`config.mk`:
```
export PLATFORM = sky130hd
export DESIGN_NAME = tmroc_top
export DESIGN_NICKNAME = d
export VERILOG_FILES = /design/src/tmroc_pkg.sv /design/src/tmroc_top.sv /design/src/tmroc_src.sv
export VERILOG_INCLUDE_DIRS = /design/src /design/src/src
export SDC_FILE = /design/constraint.sdc
export NUM_CORES = 1
export LEC_CHECK = 0
export BUFFER_PORTS_ARGS = -buffer_cell sky130_fd_sc_hd__buf_2
export CAP_MARGIN = 20
export CORE_MARGIN = 2
export CORE_UTILIZATION = 59
export DETAILED_ROUTE_END_ITERATION = 6
export GPL_TIMING_DRIVEN = 0
export PLACE_DENSITY = 0.83
export REMOVE_ABC_BUFFERS = 1
export SLEW_MARGIN = 20
export SYNTH_ARGS = -nofsm -noshare
export SYNTH_HDL_FRONTEND = slang
export SYNTH_SLANG_ARGS = --single-unit
```
`constraint.sdc`:
```
create_clock -name pclk -period 2.5 [get_ports pclk]
set_clock_uncertainty 0.1 [all_clocks]
set_input_delay 0.5 -clock pclk [delete_from_list [all_inputs] [get_ports pclk]]
set_output_delay 0.5 -clock pclk [all_outputs]
set_load 0.02 [all_outputs]
```
`src/tmroc_map.svh`:
```
`ifndef TMROC_MAP_SVH
`define TMROC_MAP_SVH
// Behaviour
// - Count register read returns live count
// - Count register write loads the counter
// - Interrupt pin: port, output cutoff, interrupt
// - Init bits set pin level before match
// - Control one write drives initial levels
// - Three-bit field selects eight count sources
// - Clear select: free run or clear on A
// - A,B general; C,D general when unbuffered
// - Buffered C,D hold next A,B values
// - Action field A: port, low, high, toggle
// - Action field B uses the same coding
// - Unassigned bit reads one, write zero
// - Any pin subset selectable, rest ports
// - Counter runs with all pins disabled
// - C may drive pin A, D pin B
// - Increment per tick, period by clear mode
// - Run bit starts and stops, state held
// - Stop on A match keeps pin levels
// - Match or overflow raises interrupt request

// ----------------------------------------------------------------
// Register indices, byte address is four times the index
// ----------------------------------------------------------------
`define TMROC_IDX_MODE 10'h120
`define TMROC_IDX_CTL1 10'h121
`define TMROC_IDX_STAT 10'h122
`define TMROC_IDX_ACTAB 10'h124
`define TMROC_IDX_ACTCD 10'h125
`define TMROC_IDX_COUNT 10'h126
`define TMROC_IDX_CMPA 10'h128
`define TMROC_IDX_CMPD 10'h12B
`define TMROC_IDX_CTL2 10'h130

// ----------------------------------------------------------------
// Field positions
// ----------------------------------------------------------------
`define TMROC_MODE_CUTOFF 0
`define TMROC_MODE_BUFC 2
`define TMROC_MODE_BUFD 3
`define TMROC_MODE_RUN 7
`define TMROC_CTL2_STOPA 5
`define TMROC_STAT_OVF 4
`define TMROC_STAT_IRQ0 5
`define TMROC_STAT_PIN 6

// ----------------------------------------------------------------
// Reset values and fixed read patterns
// ----------------------------------------------------------------
`define TMROC_RST_BYTE 8'h00
`define TMROC_RST_CMP 16'hFFFF
`define TMROC_ACTAB_ONES 8'h80
`define TMROC_ACTAB_WMASK 8'h7F
`define TMROC_CTL2_ONES 8'h18
`define TMROC_CTL2_WMASK 8'hE7

// ----------------------------------------------------------------
// Prescaler taps
// ----------------------------------------------------------------
`define TMROC_DIV_W 5
`define TMROC_TAP_F2 1
`define TMROC_TAP_F4 2
`define TMROC_TAP_F8 3
`define TMROC_TAP_F32 5
`endif

```
`src/tmroc_pkg.sv`:
```
package tmroc_pkg;
	// Match action coding of a pin
	typedef enum logic [1:0] {
		TMROC_ACT_PORT = 2'h0,
		TMROC_ACT_LOW = 2'h1,
		TMROC_ACT_HIGH = 2'h2,
		TMROC_ACT_TGL = 2'h3
	} tmroc_act_t;

	// Count source select coding
	typedef enum logic [2:0] {
		TMROC_SRC_F1 = 3'h0,
		TMROC_SRC_F2 = 3'h1,
		TMROC_SRC_F4 = 3'h2,
		TMROC_SRC_F8 = 3'h3,
		TMROC_SRC_F32 = 3'h4,
		TMROC_SRC_EXT = 3'h5,
		TMROC_SRC_OSC40 = 3'h6,
		TMROC_SRC_FAST = 3'h7
	} tmroc_src_t;

	// Control one layout, msb first
	typedef struct packed {
		logic clr_sel;
		tmroc_src_t src;
		logic [3:0] init;
	} tmroc_ctl1_t;

	// Pin action A/B layout
	typedef struct packed {
		logic unused;
		logic mode_b;
		tmroc_act_t act_b;
		logic in_sw_a;
		logic mode_a;
		tmroc_act_t act_a;
	} tmroc_actab_t;

	// Pin action C/D layout; gen bits 0 route C/D to pins A/B
	typedef struct packed {
		logic gen_d;
		logic mode_d;
		tmroc_act_t act_d;
		logic gen_c;
		logic mode_c;
		tmroc_act_t act_c;
	} tmroc_actcd_t;

	// Waveform pin bundle
	typedef struct packed {
		logic [3:0] out;
		logic [3:0] oe;
	} tmroc_pins_t;
endpackage

```
`src/tmroc_top.sv`:
```
// Register access over APB was left to the implementer.
`timescale 1ns/1ps
`include "tmroc_map.svh"
module tmroc_top #(
	parameter int CNT_W = 16
) (
	input wire logic pclk, // APB clock, 50 MHz
	input wire logic presetn, // Async reset, low
	input wire logic psel, // APB select
	input wire logic penable, // APB access phase
	input wire logic pwrite, // APB direction
	input wire logic [11:0] paddr, // APB byte address
	input wire logic [31:0] pwdata, // APB write data
	output logic [31:0] prdata, // APB read data
	output logic pready, // APB ready
	output logic pslverr, // APB error, unmapped
	input wire logic ext_count_clk_pin, // External count input
	input wire logic osc_40mhz_clock, // 40 MHz oscillator
	input wire logic fast_osc_clock, // Fast oscillator
	input wire logic ext_irq0_pin, // Interrupt / cutoff pin
	output tmroc_pkg::tmroc_pins_t pins, // Waveform pins
	output logic [4:0] irq_req, // Match A-D, overflow pulses
	output logic ext_irq0_req // Falling edge pulse
);
	// ----------------------------------------------------------------
	// Elaboration check
	// ----------------------------------------------------------------
	if (CNT_W < 2 || CNT_W > 16) begin : g_chk
		$error("Counter width must be 2 to 16");
	end

	// ----------------------------------------------------------------
	// Register state
	// ----------------------------------------------------------------
	logic [7:0] mode_reg, mode_next; // Run, buffer, cutoff
	tmroc_pkg::tmroc_ctl1_t ctl1_reg, ctl1_next; // Source, clear
	tmroc_pkg::tmroc_actab_t actab_reg, actab_next; // Actions A/B
	tmroc_pkg::tmroc_actcd_t actcd_reg, actcd_next; // Actions C/D
	logic [7:0] ctl2_reg, ctl2_next; // Stop on A match
	logic [5:0] stat_reg, stat_next; // Sticky event flags
	logic [CNT_W-1:0] cnt_reg, cnt_next; // Counter
	logic [CNT_W-1:0] cmp_reg [4]; // Compare A-D
	logic [CNT_W-1:0] cmp_next [4];
	logic [3:0] lvl_reg, lvl_next; // Pin levels
	logic [3:0] oe_reg, oe_next; // Pin drive enables
	logic [4:0] irq_reg, irq_next; // Event pulses
	logic [31:0] prdata_reg, prdata_next;
	logic pready_reg, pready_next;
	logic pslverr_reg, pslverr_next;
	logic irq0_s1, irq0_s2, irq0_s3; // Pin sync and edge
	logic irq0_req_reg, irq0_req_next;

	// ----------------------------------------------------------------
	// Decode and event terms
	// ----------------------------------------------------------------
	logic tick; // Count source event
	logic [9:0] idx; // Register index
	logic acc; // Access phase, first cycle
	logic wr; // Write takes effect
	logic run; // Counting enabled
	logic tick_run; // Counting tick
	logic [3:0] mat; // Compare matches
	logic ovf; // Overflow event
	logic c_to_a, d_to_b; // C/D steer pins A/B
	logic cut; // Forced cutoff active
	logic [31:0] rd; // Read mux
	logic hit; // Address mapped

	assign idx = paddr[11:2];
	assign acc = psel & penable & ~pready_reg;
	assign wr = psel & penable & pready_reg & pwrite & hit;
	assign run = mode_reg[`TMROC_MODE_RUN];
	assign tick_run = tick & run;
	assign c_to_a = ~actcd_reg.gen_c | mode_reg[`TMROC_MODE_BUFC];
	assign d_to_b = ~actcd_reg.gen_d | mode_reg[`TMROC_MODE_BUFD];
	assign cut = mode_reg[`TMROC_MODE_CUTOFF] & ~irq0_s2;

	// Compare logic runs whether or not any pin is enabled
	always_comb begin
		for (int i = 0; i < 4; i++) begin
			mat[i] = tick_run & (cnt_reg == cmp_reg[i]);
		end
		ovf = tick_run & (cnt_reg == '1) &
			~(ctl1_reg.clr_sel & mat[0]);
	end

	// ----------------------------------------------------------------
	// Count source
	// ----------------------------------------------------------------
	tmroc_src u_src (
		.pclk(pclk),
		.presetn(presetn),
		.src_sel(ctl1_reg.src),
		.ext_clk_pin(ext_count_clk_pin),
		.osc40_clk(osc_40mhz_clock),
		.fast_clk(fast_osc_clock),
		.tick(tick)
	);

	// New pin level for a match action; port keeps the level
	function automatic logic act_level(input tmroc_pkg::tmroc_act_t a,
			input logic cur);
		unique case (a)
			tmroc_pkg::TMROC_ACT_PORT: return cur;
			tmroc_pkg::TMROC_ACT_LOW: return 1'b0;
			tmroc_pkg::TMROC_ACT_HIGH: return 1'b1;
			tmroc_pkg::TMROC_ACT_TGL: return ~cur;
		endcase
	endfunction

	// ----------------------------------------------------------------
	// Read mux
	// ----------------------------------------------------------------
	// Narrow registers sit low; unassigned bits read as documented
	always_comb begin
		rd = 32'h0000_0000;
		hit = (paddr[1:0] == 2'h0);
		unique case (idx)
			`TMROC_IDX_MODE: rd[7:0] = mode_reg;
			`TMROC_IDX_CTL1: rd[7:0] = ctl1_reg;
			`TMROC_IDX_STAT: rd[6:0] = {irq0_s2, stat_reg};
			`TMROC_IDX_ACTAB: rd[7:0] = actab_reg | `TMROC_ACTAB_ONES;
			`TMROC_IDX_ACTCD: rd[7:0] = actcd_reg;
			`TMROC_IDX_COUNT: rd[CNT_W-1:0] = cnt_reg;
			`TMROC_IDX_CTL2: rd[7:0] = ctl2_reg | `TMROC_CTL2_ONES;
			default: begin
				if (idx >= `TMROC_IDX_CMPA && idx <= `TMROC_IDX_CMPD) begin
					rd[CNT_W-1:0] = cmp_reg[idx[1:0]];
				end else begin
					hit = 1'b0;
				end
			end
		endcase
	end

	// ----------------------------------------------------------------
	// Next state of the timer and its registers
	// ----------------------------------------------------------------
	// Hardware effects first, software writes after so they win,
	// except sticky flags where a new event beats the clear
	always_comb begin
		mode_next = mode_reg;
		ctl1_next = ctl1_reg;
		actab_next = actab_reg;
		actcd_next = actcd_reg;
		ctl2_next = ctl2_reg;
		cnt_next = cnt_reg;
		cmp_next = cmp_reg;
		lvl_next = lvl_reg;
		irq_next = {ovf, mat};
		irq0_req_next = ~irq0_s2 & irq0_s3;
		// Counting
		if (tick_run) begin
			if (ctl1_reg.clr_sel && mat[0]) begin
				cnt_next = '0;
			end else begin
				cnt_next = CNT_W'(cnt_reg + 1'b1);
			end
		end
		if (mat[0] && ctl2_reg[`TMROC_CTL2_STOPA]) begin
			mode_next[`TMROC_MODE_RUN] = 1'b0;
		end
		// Buffered C/D move into A/B at the A/B match
		if (mat[0] && mode_reg[`TMROC_MODE_BUFC]) begin
			cmp_next[0] = cmp_reg[2];
		end
		if (mat[1] && mode_reg[`TMROC_MODE_BUFD]) begin
			cmp_next[1] = cmp_reg[3];
		end
		// Pin actions; the own register of a pin has priority
		if (mat[2] && c_to_a) begin
			lvl_next[0] = act_level(actcd_reg.act_c, lvl_reg[0]);
		end
		if (mat[3] && d_to_b) begin
			lvl_next[1] = act_level(actcd_reg.act_d, lvl_reg[1]);
		end
		if (mat[0]) begin
			lvl_next[0] = act_level(actab_reg.act_a, lvl_reg[0]);
		end
		if (mat[1]) begin
			lvl_next[1] = act_level(actab_reg.act_b, lvl_reg[1]);
		end
		if (mat[2] && !c_to_a) begin
			lvl_next[2] = act_level(actcd_reg.act_c, lvl_reg[2]);
		end
		if (mat[3] && !d_to_b) begin
			lvl_next[3] = act_level(actcd_reg.act_d, lvl_reg[3]);
		end
		// Sticky flags, write one to clear
		stat_next = stat_reg;
		if (wr && idx == `TMROC_IDX_STAT) begin
			stat_next = stat_reg & ~pwdata[5:0];
		end
		stat_next = stat_next | {irq0_req_next, ovf, mat};
		// Software writes
		if (wr) begin
			unique case (idx)
				`TMROC_IDX_MODE: mode_next = pwdata[7:0];
				`TMROC_IDX_CTL1: begin
					ctl1_next = pwdata[7:0];
					lvl_next = pwdata[3:0];
				end
				`TMROC_IDX_ACTAB: actab_next = pwdata[7:0] &
					`TMROC_ACTAB_WMASK;
				`TMROC_IDX_ACTCD: actcd_next = pwdata[7:0];
				`TMROC_IDX_COUNT: cnt_next = pwdata[CNT_W-1:0];
				`TMROC_IDX_CTL2: ctl2_next = pwdata[7:0] &
					`TMROC_CTL2_WMASK;
				default: begin
					if (idx >= `TMROC_IDX_CMPA && idx <= `TMROC_IDX_CMPD) begin
						cmp_next[idx[1:0]] = pwdata[CNT_W-1:0];
					end
				end
			endcase
		end
		// Each pin drives only when a waveform action is chosen
		oe_next[0] = (actab_next.act_a != tmroc_pkg::TMROC_ACT_PORT);
		oe_next[1] = (actab_next.act_b != tmroc_pkg::TMROC_ACT_PORT);
		oe_next[2] = (actcd_next.act_c != tmroc_pkg::TMROC_ACT_PORT) &
			actcd_next.gen_c & ~mode_next[`TMROC_MODE_BUFC];
		oe_next[3] = (actcd_next.act_d != tmroc_pkg::TMROC_ACT_PORT) &
			actcd_next.gen_d & ~mode_next[`TMROC_MODE_BUFD];
		if (cut) begin
			oe_next = 4'h0;
		end
	end

	// APB answers one cycle into the access phase
	always_comb begin
		pready_next = acc;
		prdata_next = acc ? rd : prdata_reg;
		pslverr_next = acc & ~hit;
	end

	// ----------------------------------------------------------------
	// Registers
	// ----------------------------------------------------------------
	always_ff @(posedge pclk or negedge presetn) begin
		if (!presetn) begin
			mode_reg <= `TMROC_RST_BYTE;
			ctl1_reg <= `TMROC_RST_BYTE;
			actab_reg <= `TMROC_RST_BYTE;
			actcd_reg <= `TMROC_RST_BYTE;
			ctl2_reg <= `TMROC_RST_BYTE;
			stat_reg <= 6'h00;
			cnt_reg <= '0;
			for (int i = 0; i < 4; i++) begin
				cmp_reg[i] <= CNT_W'(`TMROC_RST_CMP);
			end
			lvl_reg <= 4'h0;
			oe_reg <= 4'h0;
			irq_reg <= 5'h00;
			irq0_req_reg <= 1'b0;
			prdata_reg <= 32'h0000_0000;
			pready_reg <= 1'b0;
			pslverr_reg <= 1'b0;
			irq0_s1 <= 1'b1;
			irq0_s2 <= 1'b1;
			irq0_s3 <= 1'b1;
		end else begin
			mode_reg <= mode_next;
			ctl1_reg <= ctl1_next;
			actab_reg <= actab_next;
			actcd_reg <= actcd_next;
			ctl2_reg <= ctl2_next;
			stat_reg <= stat_next;
			cnt_reg <= cnt_next;
			cmp_reg <= cmp_next;
			lvl_reg <= lvl_next;
			oe_reg <= oe_next;
			irq_reg <= irq_next;
			irq0_req_reg <= irq0_req_next;
			prdata_reg <= prdata_next;
			pready_reg <= pready_next;
			pslverr_reg <= pslverr_next;
			irq0_s1 <= ext_irq0_pin;
			irq0_s2 <= irq0_s1;
			irq0_s3 <= irq0_s2;
		end
	end

	assign prdata = prdata_reg;
	assign pready = pready_reg;
	assign pslverr = pslverr_reg;
	assign pins = '{out: lvl_reg, oe: oe_reg};
	assign irq_req = irq_reg;
	assign ext_irq0_req = irq0_req_reg;

	// ----------------------------------------------------------------
	// Assertions
	// ----------------------------------------------------------------
	AST_RD_COUNT: assert property (@(posedge pclk) disable iff (!presetn)
		acc && !pwrite && idx == `TMROC_IDX_COUNT && paddr[1:0] == 2'h0
		|=> pready && prdata[CNT_W-1:0] == $past(cnt_reg))
		else $error("Count read returned a stale value");
	AST_WR_COUNT: assert property (@(posedge pclk) disable iff (!presetn)
		wr && idx == `TMROC_IDX_COUNT |=> cnt_reg == $past(pwdata[CNT_W-1:0]))
		else $error("Count write not loaded");
	AST_INIT_LVL: assert property (@(posedge pclk) disable iff (!presetn)
		wr && idx == `TMROC_IDX_CTL1 |=> pins.out == $past(pwdata[3:0]))
		else $error("Initial levels not driven");
	AST_CLR_A: assert property (@(posedge pclk) disable iff (!presetn)
		tick_run && mat[0] && ctl1_reg.clr_sel &&
		!(wr && idx == `TMROC_IDX_COUNT) |=> cnt_reg == '0)
		else $error("Counter not cleared at A match");
	AST_INCR: assert property (@(posedge pclk) disable iff (!presetn)
		tick_run && !(ctl1_reg.clr_sel && mat[0]) &&
		!(wr && idx == `TMROC_IDX_COUNT)
		|=> cnt_reg == CNT_W'($past(cnt_reg) + 1'b1))
		else $error("Counter did not step by one");
	AST_HOLD: assert property (@(posedge pclk) disable iff (!presetn)
		!run && !(wr && idx == `TMROC_IDX_COUNT) |=> $stable(cnt_reg))
		else $error("Counter moved while stopped");
	AST_STOP_A: assert property (@(posedge pclk) disable iff (!presetn)
		mat[0] && ctl2_reg[`TMROC_CTL2_STOPA] &&
		!(wr && idx == `TMROC_IDX_MODE) |=> !run ##1 $stable(cnt_reg))
		else $error("Count kept running after A match");
	AST_IRQ: assert property (@(posedge pclk) disable iff (!presetn)
		irq_req[0] |-> $past(tick) && $past(cnt_reg == cmp_reg[0]))
		else $error("Match request without a match");
	AST_BUF: assert property (@(posedge pclk) disable iff (!presetn)
		mat[0] && mode_reg[`TMROC_MODE_BUFC] &&
		!(wr && idx[3:2] == 2'h2) |=> cmp_reg[0] == $past(cmp_reg[2]))
		else $error("Buffer not transferred at match");
	AST_TOGGLE: assert property (@(posedge pclk) disable iff (!presetn)
		mat[0] && actab_reg.act_a == tmroc_pkg::TMROC_ACT_TGL &&
		!(wr && idx == `TMROC_IDX_CTL1) |=> pins.out[0] != $past(pins.out[0]))
		else $error("Pin A did not toggle");
	AST_RSV_ONE: assert property (@(posedge pclk) disable iff (!presetn)
		acc && !pwrite && paddr == {`TMROC_IDX_ACTAB, 2'h0} |=> prdata[7])
		else $error("Unassigned bit read as zero");
endmodule

```
`src/tmroc_src.sv`:
```
`timescale 1ns/1ps
`include "tmroc_map.svh"
module tmroc_src #(
	parameter int DIV_W = `TMROC_DIV_W
) (
	input wire logic pclk, // System clock, f1
	input wire logic presetn, // Async reset, low
	input wire tmroc_pkg::tmroc_src_t src_sel, // Source select
	input wire logic ext_clk_pin, // External count pin
	input wire logic osc40_clk, // 40 MHz oscillator
	input wire logic fast_clk, // Fast oscillator
	output logic tick // One-cycle count event
);
	// ----------------------------------------------------------------
	// Elaboration check
	// ----------------------------------------------------------------
	if (DIV_W < `TMROC_TAP_F32) begin : g_chk
		$error("Divider too short for the slowest tap");
	end

	// ----------------------------------------------------------------
	// State
	// ----------------------------------------------------------------
	logic [DIV_W-1:0] div_reg, div_next; // Free prescaler
	logic [2:0] s1_reg, s2_reg, s3_reg; // Sync stages and edge
	logic tick_reg, tick_next; // Registered event

	// Taps fire when the low bits of the prescaler are all ones
	function automatic logic tap(input logic [DIV_W-1:0] d,
			input int n);
		logic r;
		r = 1'b1;
		for (int i = 0; i < n; i++) begin
			r = r & d[i];
		end
		return r;
	endfunction

	// Next values; oscillators are sampled as levels, so any
	// source faster than half of pclk aliases and loses edges
	always_comb begin
		div_next = DIV_W'(div_reg + 1'b1);
		unique case (src_sel)
			tmroc_pkg::TMROC_SRC_F1: tick_next = 1'b1;
			tmroc_pkg::TMROC_SRC_F2: tick_next = tap(div_reg,
				`TMROC_TAP_F2);
			tmroc_pkg::TMROC_SRC_F4: tick_next = tap(div_reg,
				`TMROC_TAP_F4);
			tmroc_pkg::TMROC_SRC_F8: tick_next = tap(div_reg,
				`TMROC_TAP_F8);
			tmroc_pkg::TMROC_SRC_F32: tick_next = tap(div_reg,
				`TMROC_TAP_F32);
			tmroc_pkg::TMROC_SRC_EXT: tick_next = s2_reg[0] & ~s3_reg[0];
			tmroc_pkg::TMROC_SRC_OSC40: tick_next = s2_reg[1] & ~s3_reg[1];
			tmroc_pkg::TMROC_SRC_FAST: tick_next = s2_reg[2] & ~s3_reg[2];
		endcase
	end

	// Registers; first sync stage feeds only the second
	always_ff @(posedge pclk or negedge presetn) begin
		if (!presetn) begin
			div_reg <= '0;
			s1_reg <= 3'h0;
			s2_reg <= 3'h0;
			s3_reg <= 3'h0;
			tick_reg <= 1'b0;
		end else begin
			div_reg <= div_next;
			s1_reg <= {fast_clk, osc40_clk, ext_clk_pin};
			s2_reg <= s1_reg;
			s3_reg <= s2_reg;
			tick_reg <= tick_next;
		end
	end

	assign tick = tick_reg;
endmodule

```
==> flow_metrics.tcl <==
set metrics [dict create \
    placed_cell_area_um2 9617 \
    path_clk_slew_ps 70 \
    rows 45 \
    status "finished, violations left" \
    area_growth_pct 12.99 \
    num_io_pins 101 \
    fin_crit_sh_pct 100.1 \
    crit_path_max_fanout 34 \
    crit_type "in2reg" \
    hold_violations 0 \
    async_reset_ff_share_pct 100.0 \
    design_area_um2 10480 \
    route.detailed.drc 0 \
    dr.pass1.iters 6 \
    core_um2 15260 \
    multi_input_area_um2 4518 \
    io_buffer_count 68 \
    rsz0062_at_grt "true" \
    holdWs_ps 57.64 \
    synth_ff_type "dfrtp_1" \
    crit_required_ps 2760 \
    via_per_inst 6.381 \
    htree_levels 4 \
    yosysUniqueCellTypes 65 \
    synth_cells 873 \
    arrival_ps 2760 \
    vdd_ir_drop_max_mv 0.4527 \
    fin_ws_ps -2.641 \
    yosysSeqAreaShare_pct 47.57 \
    fin_crit_ps 2503 \
    ys_warn_count 0 \
    numCtsBuffers 17 \
    cts_root_buf "clkbuf_16" \
    grt_pass1_vias 6946 \
    syn-cell-area_um2 9276 \
    fmax_mhz 399.6 \
    cts_tree "done" \
    dr.first_iter.drc_count 966 \
    hpwl_um 16530 \
    insertion_delay_ps 440 \
    dieArea_um2 16740 \
    worst_setup_path_start_kind "primary input" \
    grt_antenna_before_repair 0 \
    routed-via-count 7319 \
    nNetsFinal 979 \
    power_density_nw_per_um2 583.7 \
    hp-class "in2reg" \
    relSlewSlack_pct 44.40 \
    drv_cap 0 \
    gp_congestion 0.9696 \
    wirelength_um 24730 \
    fillers 1096 \
    die_h_um 129.4 \
    grt_overflow_total 0 \
    grt_pass1_wl_um 38410 \
    wl_per_cell_um 21.56 \
    worst_pin_slew_ps 832.0 \
    synth-edff-count 0 \
    slew_viol_final 0 \
    start_util_pct 60.80 \
    seq_area_um2 4424 \
    clockBufferDepth 2 \
    finalSetupViolCount 2 \
    end_kind "register" \
    violations "setup timing" \
    drive_above_1_share_pct 30.66 \
    ant_nets 0 \
    cts.sinks 173 \
    n_antenna_cell 0 \
    synth_seq_cells 173 \
    leakage_uw 0.004605 \
    grt_max_degree 63 \
    track_usage_pct 30.67 \
    die_w_um 129.4 \
    avgSynthCellArea_um2 10.63 \
]
power by group:
part / leakage [uW] / internal, uW / switching, uW / total (uW)
registers: 0.00196 / 2860 / 42.1 / 2900
logic: 0.00235 / 161 / 323 / 483
clock network: 0.000291 / 1590 / 1140 / 2730
total: 0.00461 / 4610 / 1510 / 6120
through the flow:
stage / cells / util (%) / setup TNS [ps] / power (uW) / setup WS, ps
after floorplan: 814 / - / 0 / 3173 / 30.81
after global placement: 1093 / 62.03 / -363680 / 3392 / -1768
after detailed placement: 1101 / 63.03 / -104510 / 3415 / -1479
after CTS: 1144 / 68.00 / 0 / 6120 / 6.898
after global routing: 1147 / 68.69 / -300.2 / 6299 / -48.63
final: 1147 / 68.69 / -3.328 / 6118 / -2.641
path summary, 6_finish.rpt:
kind	depth (start not counted)	startpoint	endpoint	slack [ps]
worst max-delay path	4	paddr[3]	register	-3
worst min-delay path	1	ext_irq0_pin	irq0_s1	60
worst max register to register	7	cnt_reg[5]	cnt_reg[1]	30
worst min register to register	0	u_src.s1_reg[2]	u_src.s2_reg[2]	250
max in group asynchronous	4	presetn	async pin	810
min in group asynchronous	2	presetn	u_src.div_reg[2]	480
layout make-up:
type / count / area share, %
Clock buffer: 20 / 4.166
Clock inverter: 12 / 1.588
Timing Repair Buffer: 90 / 5.694
Multi-Input combinational cell: 621 / 43.11
Sequential cell: 173 / 42.21
Inverter: 20 / 0.7162
Tap cell: 211 / 2.519
cell usage after synthesis (17+ instances only):
cell      count  area share, %
buf_4        20            1.6
clkbuf_1     24           0.97
mux2_2       37            4.5
nor2_1       68            2.8
dfrtp_1     106             29
dfstp_2      67             19
mux2i_1      44            4.7
nand2_1      72            2.9
a21oi_1      45            2.4
xnor2_1      60            5.7
nor3_1       23            1.2
inv_1        20           0.81
nand3_1      21            1.1
o21ai_0      54            2.9
nand4_1      22            1.5
mux4_2       17            4.1
cells by family after synthesis:
| group | synth area share [%] |
|---|---|
| simple gates | 13.72 |
| flops | 47.57 |
| compound gates | 10.99 |
| mux | 13.49 |
| buf+inv | 5.908 |
| xor+xnor | 7.877 |
| fa+ha+maj | 0.4047 |
| other cells | 0.04043 |
critical path, stage by stage:
cell,delay [ps]
buf_4,510
nor2b_2,600
nand3_2,630
mux2_2,490
layout by cell type (no fill, tap or decap), drive strengths merged, types with 23 or more instances in the layout:
master	instances
dfrtp	106
xnor2	64
mux2i	44
o21ai	54
nor3	25
nor2	70
dfstp	67
nand4	23
mux2	38
nand2	72
a21oi	45
buf	88
routing by layer:
metal | wire length (um) | vias up | track usage [%] | share of wire (%)
met3 | 2564 | 82 | 8.216 | 10
met2 | 11620 | 499 | 46.90 | 47
met1 | 9609 | 3565 | 41.42 | 39
li1 | - | 3173 | - | -
met4 | 936 | 0 | 13.75 | 3.8
met5 | 0 | - | 0 | 0
what timing repair did:
action	in CTS	in global routing
cloned	0	0
setup endpoints to repair	116	51
endpoints found under the hold margin	32	0
resized for setup	18	19
pin swaps	3	0
buffers inserted	10	3
hold buffers	1	0
No activity file was read; power rests on OpenSTA's default activity.
